===== src/hw/uspc_pkg.sv =====
package uspc_pkg;
  // ****************************************************
  // register map
  // ****************************************************
  localparam logic [7:0] USPC_CTRL_ADDR = 8'h98;
  localparam logic [7:0] USPC_DATA_ADDR = 8'h99;
  localparam logic [7:0] USPC_CTRL_RESET = 8'h00;
  localparam logic [7:0] USPC_DATA_RESET = 8'h00;
  localparam logic [7:0] USPC_READ_NONE = 8'h00;

  // ****************************************************
  // control register fields
  // ****************************************************
  localparam int USPC_MODE_LOW_OR_FRAME_FAULT = 7;
  localparam int USPC_MODE_HIGH_BIT = 6;
  localparam int USPC_ADDRESS_FILTER_ENABLE = 5;
  localparam int USPC_RECEIVE_ENABLE = 4;
  localparam int USPC_TRANSMIT_NINTH_BIT = 3;
  localparam int USPC_RECEIVED_NINTH_BIT = 2;
  localparam int USPC_TRANSMIT_DONE_FLAG = 1;
  localparam int USPC_RECEIVE_DONE_FLAG = 0;

  // ****************************************************
  // timing counts
  // ****************************************************
  localparam logic [3:0] USPC_M0_DIV_SLOW = 4'hC;
  localparam logic [3:0] USPC_M0_DIV_FAST = 4'h4;
  localparam logic [3:0] USPC_M2_SAMP_SLOW = 4'h4;
  localparam logic [3:0] USPC_M2_SAMP_FAST = 4'h2;
  localparam logic [3:0] USPC_SAMP_LAST = 4'hF;
  localparam logic [3:0] USPC_SAMP_MID = 4'h7;
  localparam logic [3:0] USPC_LEN_10 = 4'hA;
  localparam logic [3:0] USPC_LEN_11 = 4'hB;
  localparam logic [2:0] USPC_M0_LAST_BIT = 3'h7;

  // ****************************************************
  // modes, encoded as {mode_high_bit, mode_low}
  // ****************************************************
  typedef enum logic [1:0] {
    USPC_MODE_SYNC8,
    USPC_MODE_ASYNC10,
    USPC_MODE_FIX11,
    USPC_MODE_VAR11
  } uspc_mode_e;

  typedef enum logic {
    USPC_IDLE,
    USPC_RUN
  } uspc_state_e;
endpackage


===== src/hw/uspc_serial_port.sv =====
`timescale 1ns/10ps
// How it works
// - bit 7 reads and writes as mode low bit or frame fault, per view select
// - frame fault set by a bad stop bit, held until software clears it
// - modes 2 and 3 with filter set: no receive-done when ninth bit is 0
// - mode 1 with filter set: no receive-done without a valid stop bit
// - mode 0 shift clock is oscillator over 12, or over 4 with filter set
// - reception runs only while receive enable is 1
// - modes 2 and 3 send the software ninth bit as ninth data bit
// - modes 2 and 3 store the received ninth data bit, except a 0 with filter set
// - mode 1 with filter clear stores the stop bit as received ninth bit
// - transmit-done set after 8th bit in mode 0, at stop start otherwise
// - receive-done set after 8th bit in mode 0, at mid stop otherwise
// - mode bits select sync 8, async 10, fixed 11 or variable 11 bit frames
// - data address reads the receive buffer and writes start transmission
module uspc_serial_port import uspc_pkg::*; (
  input wire logic ref_clk_i,
  input wire logic rst_i,
  input wire logic ce_i,
  input wire logic [7:0] sfr_addr_i,
  input wire logic sfr_wr_i,
  input wire logic sfr_rd_i,
  input wire logic [7:0] sfr_wdata_i,
  output logic [7:0] sfr_rdata_o,
  input wire logic frame_fault_view_select_i,
  input wire logic double_rate_i,
  input wire logic baud_tick_i,
  input wire logic rxd_i,
  output logic rxd_o,
  output logic rxd_oe_o,
  output logic txd_o,
  output logic serial_irq_o
);
  // ****************************************************
  // control register state
  // ****************************************************
  logic mode_low_q;
  logic frame_fault_q;
  logic mode_high_bit_q;
  logic address_filter_enable_q;
  logic receive_enable_q;
  logic transmit_ninth_bit_q;
  logic received_ninth_bit_q;
  logic transmit_done_flag_q;
  logic receive_done_flag_q;
  logic [7:0] rx_buf_q;
  logic [7:0] sfr_rdata_q;
  logic irq_q;
  uspc_mode_e mode;

  logic wr_ctrl;
  logic wr_data;
  logic rd_ctrl_any;
  logic [7:0] ctrl_view;

  // hardware events
  logic ti_set;
  logic ri_set;
  logic fe_set;
  logic rx_load;
  logic [7:0] rx_load_data;
  logic rx9_load;
  logic rx9_value;

  assign wr_ctrl = sfr_wr_i && (sfr_addr_i == USPC_CTRL_ADDR);
  assign wr_data = sfr_wr_i && (sfr_addr_i == USPC_DATA_ADDR);
  assign rd_ctrl_any = sfr_rd_i && (sfr_addr_i == USPC_CTRL_ADDR);
  assign mode = uspc_mode_e'({mode_high_bit_q, mode_low_q});

  always_comb begin
    ctrl_view = USPC_CTRL_RESET;
    ctrl_view[USPC_MODE_LOW_OR_FRAME_FAULT] = frame_fault_view_select_i ? frame_fault_q : mode_low_q;
    ctrl_view[USPC_MODE_HIGH_BIT] = mode_high_bit_q;
    ctrl_view[USPC_ADDRESS_FILTER_ENABLE] = address_filter_enable_q;
    ctrl_view[USPC_RECEIVE_ENABLE] = receive_enable_q;
    ctrl_view[USPC_TRANSMIT_NINTH_BIT] = transmit_ninth_bit_q;
    ctrl_view[USPC_RECEIVED_NINTH_BIT] = received_ninth_bit_q;
    ctrl_view[USPC_TRANSMIT_DONE_FLAG] = transmit_done_flag_q;
    ctrl_view[USPC_RECEIVE_DONE_FLAG] = receive_done_flag_q;
  end

  // ****************************************************
  // software writes, hardware sets win over clears
  // ****************************************************
  always_ff @(posedge ref_clk_i or posedge rst_i) begin
    if (rst_i) begin
      mode_low_q <= 1'b0;
      frame_fault_q <= 1'b0;
      mode_high_bit_q <= 1'b0;
      address_filter_enable_q <= 1'b0;
      receive_enable_q <= 1'b0;
      transmit_ninth_bit_q <= 1'b0;
    end else if (ce_i) begin
      if (wr_ctrl) begin
        if (frame_fault_view_select_i) begin
          frame_fault_q <= sfr_wdata_i[USPC_MODE_LOW_OR_FRAME_FAULT] || fe_set;
        end else begin
          mode_low_q <= sfr_wdata_i[USPC_MODE_LOW_OR_FRAME_FAULT];
          frame_fault_q <= frame_fault_q || fe_set;
        end
        mode_high_bit_q <= sfr_wdata_i[USPC_MODE_HIGH_BIT];
        address_filter_enable_q <= sfr_wdata_i[USPC_ADDRESS_FILTER_ENABLE];
        receive_enable_q <= sfr_wdata_i[USPC_RECEIVE_ENABLE];
        transmit_ninth_bit_q <= sfr_wdata_i[USPC_TRANSMIT_NINTH_BIT];
      end else if (fe_set) begin
        frame_fault_q <= 1'b1;
      end
    end
  end

  always_ff @(posedge ref_clk_i or posedge rst_i) begin
    if (rst_i) begin
      transmit_done_flag_q <= 1'b0;
      receive_done_flag_q <= 1'b0;
      received_ninth_bit_q <= 1'b0;
    end else if (ce_i) begin
      transmit_done_flag_q <= ti_set || (wr_ctrl ? sfr_wdata_i[USPC_TRANSMIT_DONE_FLAG] : transmit_done_flag_q);
      receive_done_flag_q <= ri_set || (wr_ctrl ? sfr_wdata_i[USPC_RECEIVE_DONE_FLAG] : receive_done_flag_q);
      if (rx9_load) begin
        received_ninth_bit_q <= rx9_value;
      end else if (wr_ctrl) begin
        received_ninth_bit_q <= sfr_wdata_i[USPC_RECEIVED_NINTH_BIT];
      end
    end
  end

  // ****************************************************
  // read port, receive buffer and interrupt
  // ****************************************************
  always_ff @(posedge ref_clk_i or posedge rst_i) begin
    if (rst_i) begin
      sfr_rdata_q <= USPC_READ_NONE;
      rx_buf_q <= USPC_DATA_RESET;
      irq_q <= 1'b0;
    end else if (ce_i) begin
      if (rd_ctrl_any) begin
        sfr_rdata_q <= ctrl_view;
      end else if (sfr_rd_i && sfr_addr_i == USPC_DATA_ADDR) begin
        sfr_rdata_q <= rx_buf_q;
      end else if (sfr_rd_i) begin
        sfr_rdata_q <= USPC_READ_NONE;
      end
      if (rx_load) begin
        rx_buf_q <= rx_load_data;
      end
      irq_q <= transmit_done_flag_q || receive_done_flag_q;
    end
  end

  // ****************************************************
  // bit rate ticks
  // ****************************************************
  logic m0_act_q;
  logic m0_rx_q;
  logic [2:0] m0_bit_q;
  logic [7:0] m0_shift_q;
  logic m0_tick;
  logic m0_first_half;
  logic m2_tick;
  logic samp_tick;

  uspc_tick_div #(.W(4)) u_m0_div (
    .ref_clk_i(ref_clk_i),
    .rst_i(rst_i),
    .ce_i(ce_i),
    .clear_i(!m0_act_q),
    .divisor_i(address_filter_enable_q ? USPC_M0_DIV_FAST : USPC_M0_DIV_SLOW),
    .tick_o(m0_tick),
    .first_half_o(m0_first_half)
  );

  uspc_tick_div #(.W(4)) u_m2_div (
    .ref_clk_i(ref_clk_i),
    .rst_i(rst_i),
    .ce_i(ce_i),
    .clear_i(1'b0),
    .divisor_i(double_rate_i ? USPC_M2_SAMP_FAST : USPC_M2_SAMP_SLOW),
    .tick_o(m2_tick),
    .first_half_o()
  );

  assign samp_tick = ce_i && ((mode == USPC_MODE_FIX11) ? m2_tick : baud_tick_i);

  // ****************************************************
  // mode 0 synchronous shifter
  // ****************************************************
  logic m0_tx_start;
  logic m0_rx_start;
  logic m0_end;
  uspc_state_e tx_state_q;
  uspc_state_e rx_state_q;

  assign m0_tx_start = wr_data && (mode == USPC_MODE_SYNC8) && !m0_act_q;
  assign m0_rx_start = (mode == USPC_MODE_SYNC8) && !m0_act_q && !wr_data && receive_enable_q
                       && !receive_done_flag_q;
  assign m0_end = m0_act_q && m0_tick && (m0_bit_q == USPC_M0_LAST_BIT);

  always_ff @(posedge ref_clk_i or posedge rst_i) begin
    if (rst_i) begin
      m0_act_q <= 1'b0;
      m0_rx_q <= 1'b0;
      m0_bit_q <= '0;
      m0_shift_q <= '0;
    end else if (ce_i) begin
      if (m0_tx_start) begin
        m0_act_q <= 1'b1;
        m0_rx_q <= 1'b0;
        m0_bit_q <= '0;
        m0_shift_q <= sfr_wdata_i;
      end else if (m0_rx_start) begin
        m0_act_q <= 1'b1;
        m0_rx_q <= 1'b1;
        m0_bit_q <= '0;
      end else if (m0_act_q && m0_rx_q && !receive_enable_q) begin
        m0_act_q <= 1'b0;
      end else if (m0_act_q && m0_tick) begin
        m0_bit_q <= m0_bit_q + 3'h1;
        m0_shift_q <= {m0_rx_q ? rxd_i : 1'b1, m0_shift_q[7:1]};
        if (m0_end) begin
          m0_act_q <= 1'b0;
        end
      end
    end
  end

  // ****************************************************
  // asynchronous transmitter
  // ****************************************************
  logic [10:0] tx_shift_q;
  logic [3:0] tx_samp_q;
  logic [3:0] tx_bit_q;
  logic [3:0] tx_len;
  logic tx_start;
  logic txd_q;
  logic rxd_q;
  logic rxd_oe_q;

  assign tx_len = (mode == USPC_MODE_ASYNC10) ? USPC_LEN_10 : USPC_LEN_11;
  assign tx_start = wr_data && (mode != USPC_MODE_SYNC8) && (tx_state_q == USPC_IDLE);

  always_ff @(posedge ref_clk_i or posedge rst_i) begin
    if (rst_i) begin
      tx_state_q <= USPC_IDLE;
      tx_shift_q <= '1;
      tx_samp_q <= '0;
      tx_bit_q <= '0;
    end else if (ce_i) begin
      case (tx_state_q)
        USPC_IDLE: begin
          if (tx_start) begin
            tx_state_q <= USPC_RUN;
            tx_samp_q <= '0;
            tx_bit_q <= '0;
            if (mode == USPC_MODE_ASYNC10) begin
              tx_shift_q <= {2'b11, sfr_wdata_i, 1'b0};
            end else begin
              tx_shift_q <= {1'b1, transmit_ninth_bit_q, sfr_wdata_i, 1'b0};
            end
          end
        end
        USPC_RUN: begin
          if (samp_tick) begin
            tx_samp_q <= tx_samp_q + 4'h1;
            if (tx_samp_q == USPC_SAMP_LAST) begin
              tx_shift_q <= {1'b1, tx_shift_q[10:1]};
              tx_bit_q <= tx_bit_q + 4'h1;
              if (tx_bit_q == tx_len - 4'h1) begin
                tx_state_q <= USPC_IDLE;
              end
            end
          end
        end
        default: begin
          tx_state_q <= USPC_IDLE;
        end
      endcase
    end
  end

  // ****************************************************
  // asynchronous receiver
  // ****************************************************
  logic rxd_prev_q;
  logic [3:0] rx_samp_q;
  logic [3:0] rx_bit_q;
  logic [7:0] rx_data_q;
  logic rx_ninth_q;
  logic rx_mid;
  logic rx_stop;
  logic rx_accept;
  logic [7:0] tx_view;

  assign rx_mid = (rx_state_q == USPC_RUN) && samp_tick && (rx_samp_q == USPC_SAMP_MID);
  assign rx_stop = rx_mid && (rx_bit_q == tx_len - 4'h1);

  always_comb begin
    rx_accept = 1'b1;
    if (mode == USPC_MODE_ASYNC10) begin
      rx_accept = !(address_filter_enable_q && !rxd_i);
    end else begin
      rx_accept = !(address_filter_enable_q && !rx_ninth_q);
    end
  end

  always_ff @(posedge ref_clk_i or posedge rst_i) begin
    if (rst_i) begin
      rx_state_q <= USPC_IDLE;
      rxd_prev_q <= 1'b1;
      rx_samp_q <= '0;
      rx_bit_q <= '0;
      rx_data_q <= '0;
      rx_ninth_q <= 1'b0;
    end else if (ce_i) begin
      rxd_prev_q <= rxd_i;
      case (rx_state_q)
        USPC_IDLE: begin
          if (receive_enable_q && mode != USPC_MODE_SYNC8 && rxd_prev_q && !rxd_i) begin
            rx_state_q <= USPC_RUN;
            rx_samp_q <= '0;
            rx_bit_q <= '0;
          end
        end
        USPC_RUN: begin
          if (!receive_enable_q || mode == USPC_MODE_SYNC8) begin
            rx_state_q <= USPC_IDLE;
          end else if (samp_tick) begin
            rx_samp_q <= rx_samp_q + 4'h1;
            if (rx_samp_q == USPC_SAMP_LAST) begin
              rx_bit_q <= rx_bit_q + 4'h1;
            end
            if (rx_mid) begin
              if (rx_bit_q == 4'h0 && rxd_i) begin
                rx_state_q <= USPC_IDLE;
              end else if (rx_stop) begin
                rx_state_q <= USPC_IDLE;
              end else if (rx_bit_q == 4'h9) begin
                rx_ninth_q <= rxd_i;
              end else if (rx_bit_q != 4'h0) begin
                rx_data_q <= {rxd_i, rx_data_q[7:1]};
              end
            end
          end
        end
        default: begin
          rx_state_q <= USPC_IDLE;
        end
      endcase
    end
  end

  // ****************************************************
  // event decode and pins
  // ****************************************************
  assign ti_set = ce_i && ((m0_end && !m0_rx_q) || ((tx_state_q == USPC_RUN) && samp_tick
                  && tx_samp_q == USPC_SAMP_LAST && tx_bit_q == tx_len - 4'h2));
  assign fe_set = ce_i && rx_stop && !rxd_i;
  assign ri_set = ce_i && ((m0_end && m0_rx_q) || (rx_stop && rx_accept));
  assign rx_load = ri_set;
  assign rx_load_data = m0_end ? {rxd_i, m0_shift_q[7:1]} : rx_data_q;
  assign rx9_load = ce_i && rx_stop && rx_accept && !(mode == USPC_MODE_ASYNC10 && address_filter_enable_q);
  assign rx9_value = (mode == USPC_MODE_ASYNC10) ? rxd_i : rx_ninth_q;
  assign tx_view = m0_shift_q;

  always_ff @(posedge ref_clk_i or posedge rst_i) begin
    if (rst_i) begin
      txd_q <= 1'b1;
      rxd_q <= 1'b1;
      rxd_oe_q <= 1'b0;
    end else if (ce_i) begin
      if (m0_act_q) begin
        txd_q <= !m0_first_half;
        rxd_q <= tx_view[0];
        rxd_oe_q <= !m0_rx_q;
      end else begin
        txd_q <= (tx_state_q == USPC_RUN) ? tx_shift_q[0] : 1'b1;
        rxd_q <= 1'b1;
        rxd_oe_q <= 1'b0;
      end
    end
  end

  assign sfr_rdata_o = sfr_rdata_q;
  assign txd_o = txd_q;
  assign rxd_o = rxd_q;
  assign rxd_oe_o = rxd_oe_q;
  assign serial_irq_o = irq_q;
endmodule // uspc_serial_port


===== src/hw/uspc_tick_div.sv =====
`timescale 1ns/10ps
module uspc_tick_div import uspc_pkg::*; #(
  parameter int W = 4
) (
  input wire logic ref_clk_i,
  input wire logic rst_i,
  input wire logic ce_i,
  input wire logic clear_i,
  input wire logic [W-1:0] divisor_i,
  output logic tick_o,
  output logic first_half_o
);
  // ****************************************************
  // free divider, restarted by clear
  // ****************************************************
  logic [W-1:0] cnt_q;
  logic [W-1:0] last;

  assign last = divisor_i - W'(1);
  assign tick_o = ce_i && !clear_i && (cnt_q == last);
  assign first_half_o = cnt_q < (divisor_i >> 1);

  always_ff @(posedge ref_clk_i or posedge rst_i) begin
    if (rst_i) begin
      cnt_q <= '0;
    end else if (ce_i) begin
      if (clear_i || cnt_q == last) begin
        cnt_q <= '0;
      end else begin
        cnt_q <= cnt_q + W'(1);
      end
    end
  end
endmodule // uspc_tick_div


===== config.mk =====
export PLATFORM = sky130hd
export DESIGN_NAME = uspc_serial_port
export DESIGN_NICKNAME = d
export VERILOG_FILES = /design/src/hw/uspc_pkg.sv /design/src/hw/uspc_serial_port.sv /design/src/hw/uspc_tick_div.sv
export SDC_FILE = /design/constraint.sdc
export NUM_CORES = 1
export LEC_CHECK = 0
export ABC_AREA = 1
export BUFFER_PORTS_ARGS = -buffer_cell sky130_fd_sc_hd__buf_2
export CORE_ASPECT_RATIO = 1.2
export CORE_MARGIN = 2
export CORE_UTILIZATION = 65
export DETAILED_ROUTE_END_ITERATION = 12
export PLACE_DENSITY_LB_ADDON = 0.05
export SYNTH_ARGS = -nofsm -noshare
export SYNTH_HDL_FRONTEND = slang
export SYNTH_SLANG_ARGS = --single-unit

===== constraint.sdc =====
create_clock -name ref_clk_i -period 4.2 [get_ports ref_clk_i]
set_clock_uncertainty 0.05 [all_clocks]
set_input_delay 0.42 -clock ref_clk_i [delete_from_list [all_inputs] [get_ports ref_clk_i]]
set_output_delay 0.42 -clock ref_clk_i [all_outputs]
set_load 0.03 [all_outputs]

==> reports/metrics.yaml <==
outcome:
  status: "finished clean"
drt:
  firstDrtPassIters: 5
  met1_length_mm: 5.06
  vias: 4261
  dr.first_iter.drc_count: 312
  drc: 0
  wl_met3_um: 572
  wl_mm: 10.9
  wl_per_cell_um: 14.5
  vias_per_cell: 5.68
  ant_nets: 0
  wl_met2_mm: 4.99
  highest_layer: "met4"
finish:
  layoutNonFillerInstCount: 750
  synthToLayoutAreaGrowth_pct: 7.87
  nNetsFinal: 691
  final_cell_mix: "nand2_1 (203), dfrtp_1 (75), nand3_1 (73)"
  fill_cells: 600
  final_layout_size_suffix_gt1_share_pct: 16.8
  final_common_cell: "nand2_1"
  antenna_cells: 0
power:
  p_int_w: 0.00129
  p_sw_share_pct: 29.9
  p_leak_nw: 2.73
  ir_worst_vdd_mv: 0.241
  power_density_nw_per_um2: 351
  clockPowerShare_pct: 32.7
  p_switching_w: 0.000552
  seq_power_share_pct: 53.4
  power_frac_comb_pct: 13.9
worst_setup_path:
  startpoint_type: "flop"
  path_class: "reg2reg"
  cp.required_ns: 4.41
  r2r_cells: 7
  critPathArrivalTime_ns: 2.32
  r2r_setup_slack_ns: 2.09
  cp_max_fo: 17
  crit_path_end_kind: "flop"
yosys:
  synthTopCellsByArea: "dfrtp_1 (39%), nand2_1 (16%), nand3_1 (7.5%)"
  syn_nets: 663
  synthArstFlopShare_pct: 100
  synthCells: 627
  yosysWarnings: 0
  netlist_area_um2: 4870
  ys_seq_area_share_pct: 45.6
  avgSynthCellArea_um2: 7.76
  yosysTopAreaCellShare_pct: 38.6
  synthDistinctLibCells: 40
  yosysTopAreaCell: "dfrtp_1"
  ys_ff_latch: 88
  synth_edf_count: 0
  ys.flop_type: "dfrtp_1"
die:
  die_x_um: 83.0
  ios: 37
  core_um2: 7270
  start_util_pct: 66.9
  rows: 34
  chipHeight_um: 98.8
  dieArea_um2: 8200
clock_tree:
  cts_buffers: 9
  clockBufferDepth: 2
  holdBufCountCts: 0
  postCtsSetupRepairBufs: 0
  cts_num_sinks: 88
  htree_levels: 3
  clk_pin_slew_worst_paths_ns: 0.10
  clock-root-buffer: "clkbuf_8"
  cts_tree: "yes"
  cts_resized: 0
  clock_insertion_delay_worst_skew_ns: 0.36
placed_design:
  dp_slack_ns: 1.93
  post-dp-hpwl_mm: 7.86
  gp_congestion: 0.878
  dp_cells: 734
  io_buffers: 36
flow_run:
  max_cap_violations: 0
timing:
  hold_viol: 0
  slew_violations: 0
  period_minus_slack_ns: 2.11
  finalSetupTns_ns: 0
  setup_viol: 0
  worst_slack_ns: 2.09
  rsz0062_at_grt: "false"
  fmax_ghz: 0.474
  hold_slack_ns: 0.211
  worst_slew_pin_slew_ns: 1.04
  min_period_over_period_pct: 50.2
  relSlewSlack_pct: 30.6
grt:
  track_usage_pct: 28.3
  antenna_found_initial: 0
  gr-total-overflow: 0
  first_global_vias: 4019
  grt_pass1_wl_mm: 18.8
  grt_max_degree: 62
worst_hold_path:
  hold_path_class: "in2async"
-- registers in the layout, indices dropped and copies added, names as in the netlist, 3 cells and up --
name            count
m0_bit_q            3
m0_shift_q          8
rx_bit_q            4
rx_buf_q            8
rx_data_q           8
rx_samp_q           4
sfr_rdata_o         8
tx_bit_q            4
tx_samp_q           4
tx_shift_q         10
u_m0_div.cnt_q      4
u_m2_div.cnt_q      4
-- power by group through the flow --
stage	sequential, W	combinational [W]	clock (W)
2_1_floorplan	0.00100	0.000175	0
3_3_place_gp	0.000997	0.000246	0
3_5_place_dp	0.000999	0.000258	0
4_1_cts	0.000983	0.000260	0.000605
5_1_grt	0.000995	0.000295	0.000636
6_report	0.000984	0.000257	0.000602
-- per-layer routing --
metal  track usage (%)  vias up
met1              39.7     2013
met5                 0        -
met2              44.6      138
met3              5.86       25
met4              9.58        0
li1                  -     2085
-- cells by family after synthesis --
group	after synthesis	synth area share, %
AOI/OAI and AO/OA	72	8.38
xor gates and xnor gates	12	2.16
adders and majority gates	11	2.83
buffers and inverters	81	7.10
DFF	88	45.6
and+or+nand+nor	363	33.9
-- synth_stat cells (2+ instances only) --
library cell / instances
a21oi_1: 13
a31oi_1: 4
buf_2: 6
buf_4: 5
buf_6: 2
clkbuf_1: 7
dfrtp_1: 75
dfstp_2: 13
ha_1: 11
inv_1: 51
inv_2: 10
nand2_1: 203
nand2_2: 11
nand3_1: 73
nand3_2: 3
nand3_4: 2
nand4_1: 15
nor2_1: 37
nor2_2: 5
nor2_4: 2
o21ai_0: 34
o21ai_1: 9
o21ai_2: 2
o22ai_1: 4
or2_2: 5
xnor2_1: 3
xor2_1: 9
-- worst paths after layout --
check / to / start
worst max-delay path: tx_bit_q[2] / tx_state_q
worst min register to register: tx_shift_q[8] / tx_shift_q[8]
min in group ref_clk_i: transmit_done_flag_q / sfr_wdata_i[1]
worst max register to register: tx_bit_q[2] / tx_state_q
max in group asynchronous: txd_o / rst_i
worst min-delay path: rx_data_q[6] / rst_i
-- critical path: stages (launching register included) --
cell,delay (ns)
dfrtp_1,0.64
inv_1,0.31
nor2_1,0.21
inv_1,0.05
nand2_1,0.31
nand2_2,0.27
nand2_1,0.12
nand2_1,0.06
-- metrics by stage --
step	utilization [%]	cell area [um^2]	power, W
2_1_floorplan	-	4870	0.00118
3_3_place_gp	69.4	5050	0.00124
3_5_place_dp	69.4	5050	0.00126
4_1_cts	72.2	5250	0.00185
5_1_grt	72.2	5250	0.00193
6_report	72.2	5250	0.00184
-- final cells by class --
| cell class | count | area, um^2 | area share, % |
|---|---|---|---|
| clock buffers | 10 | 128 | 2.43 |
| multi-input cells | 458 | 2300 | 43.9 |
| well taps | 90 | 113 | 2.15 |
| flip-flops and latches | 88 | 2220 | 42.3 |
| clock inverters | 6 | 70.1 | 1.33 |
| inverters | 61 | 230 | 4.39 |
| repair buffers | 37 | 188 | 3.58 |
Note: power is estimated with default switching activity, not from simulation.
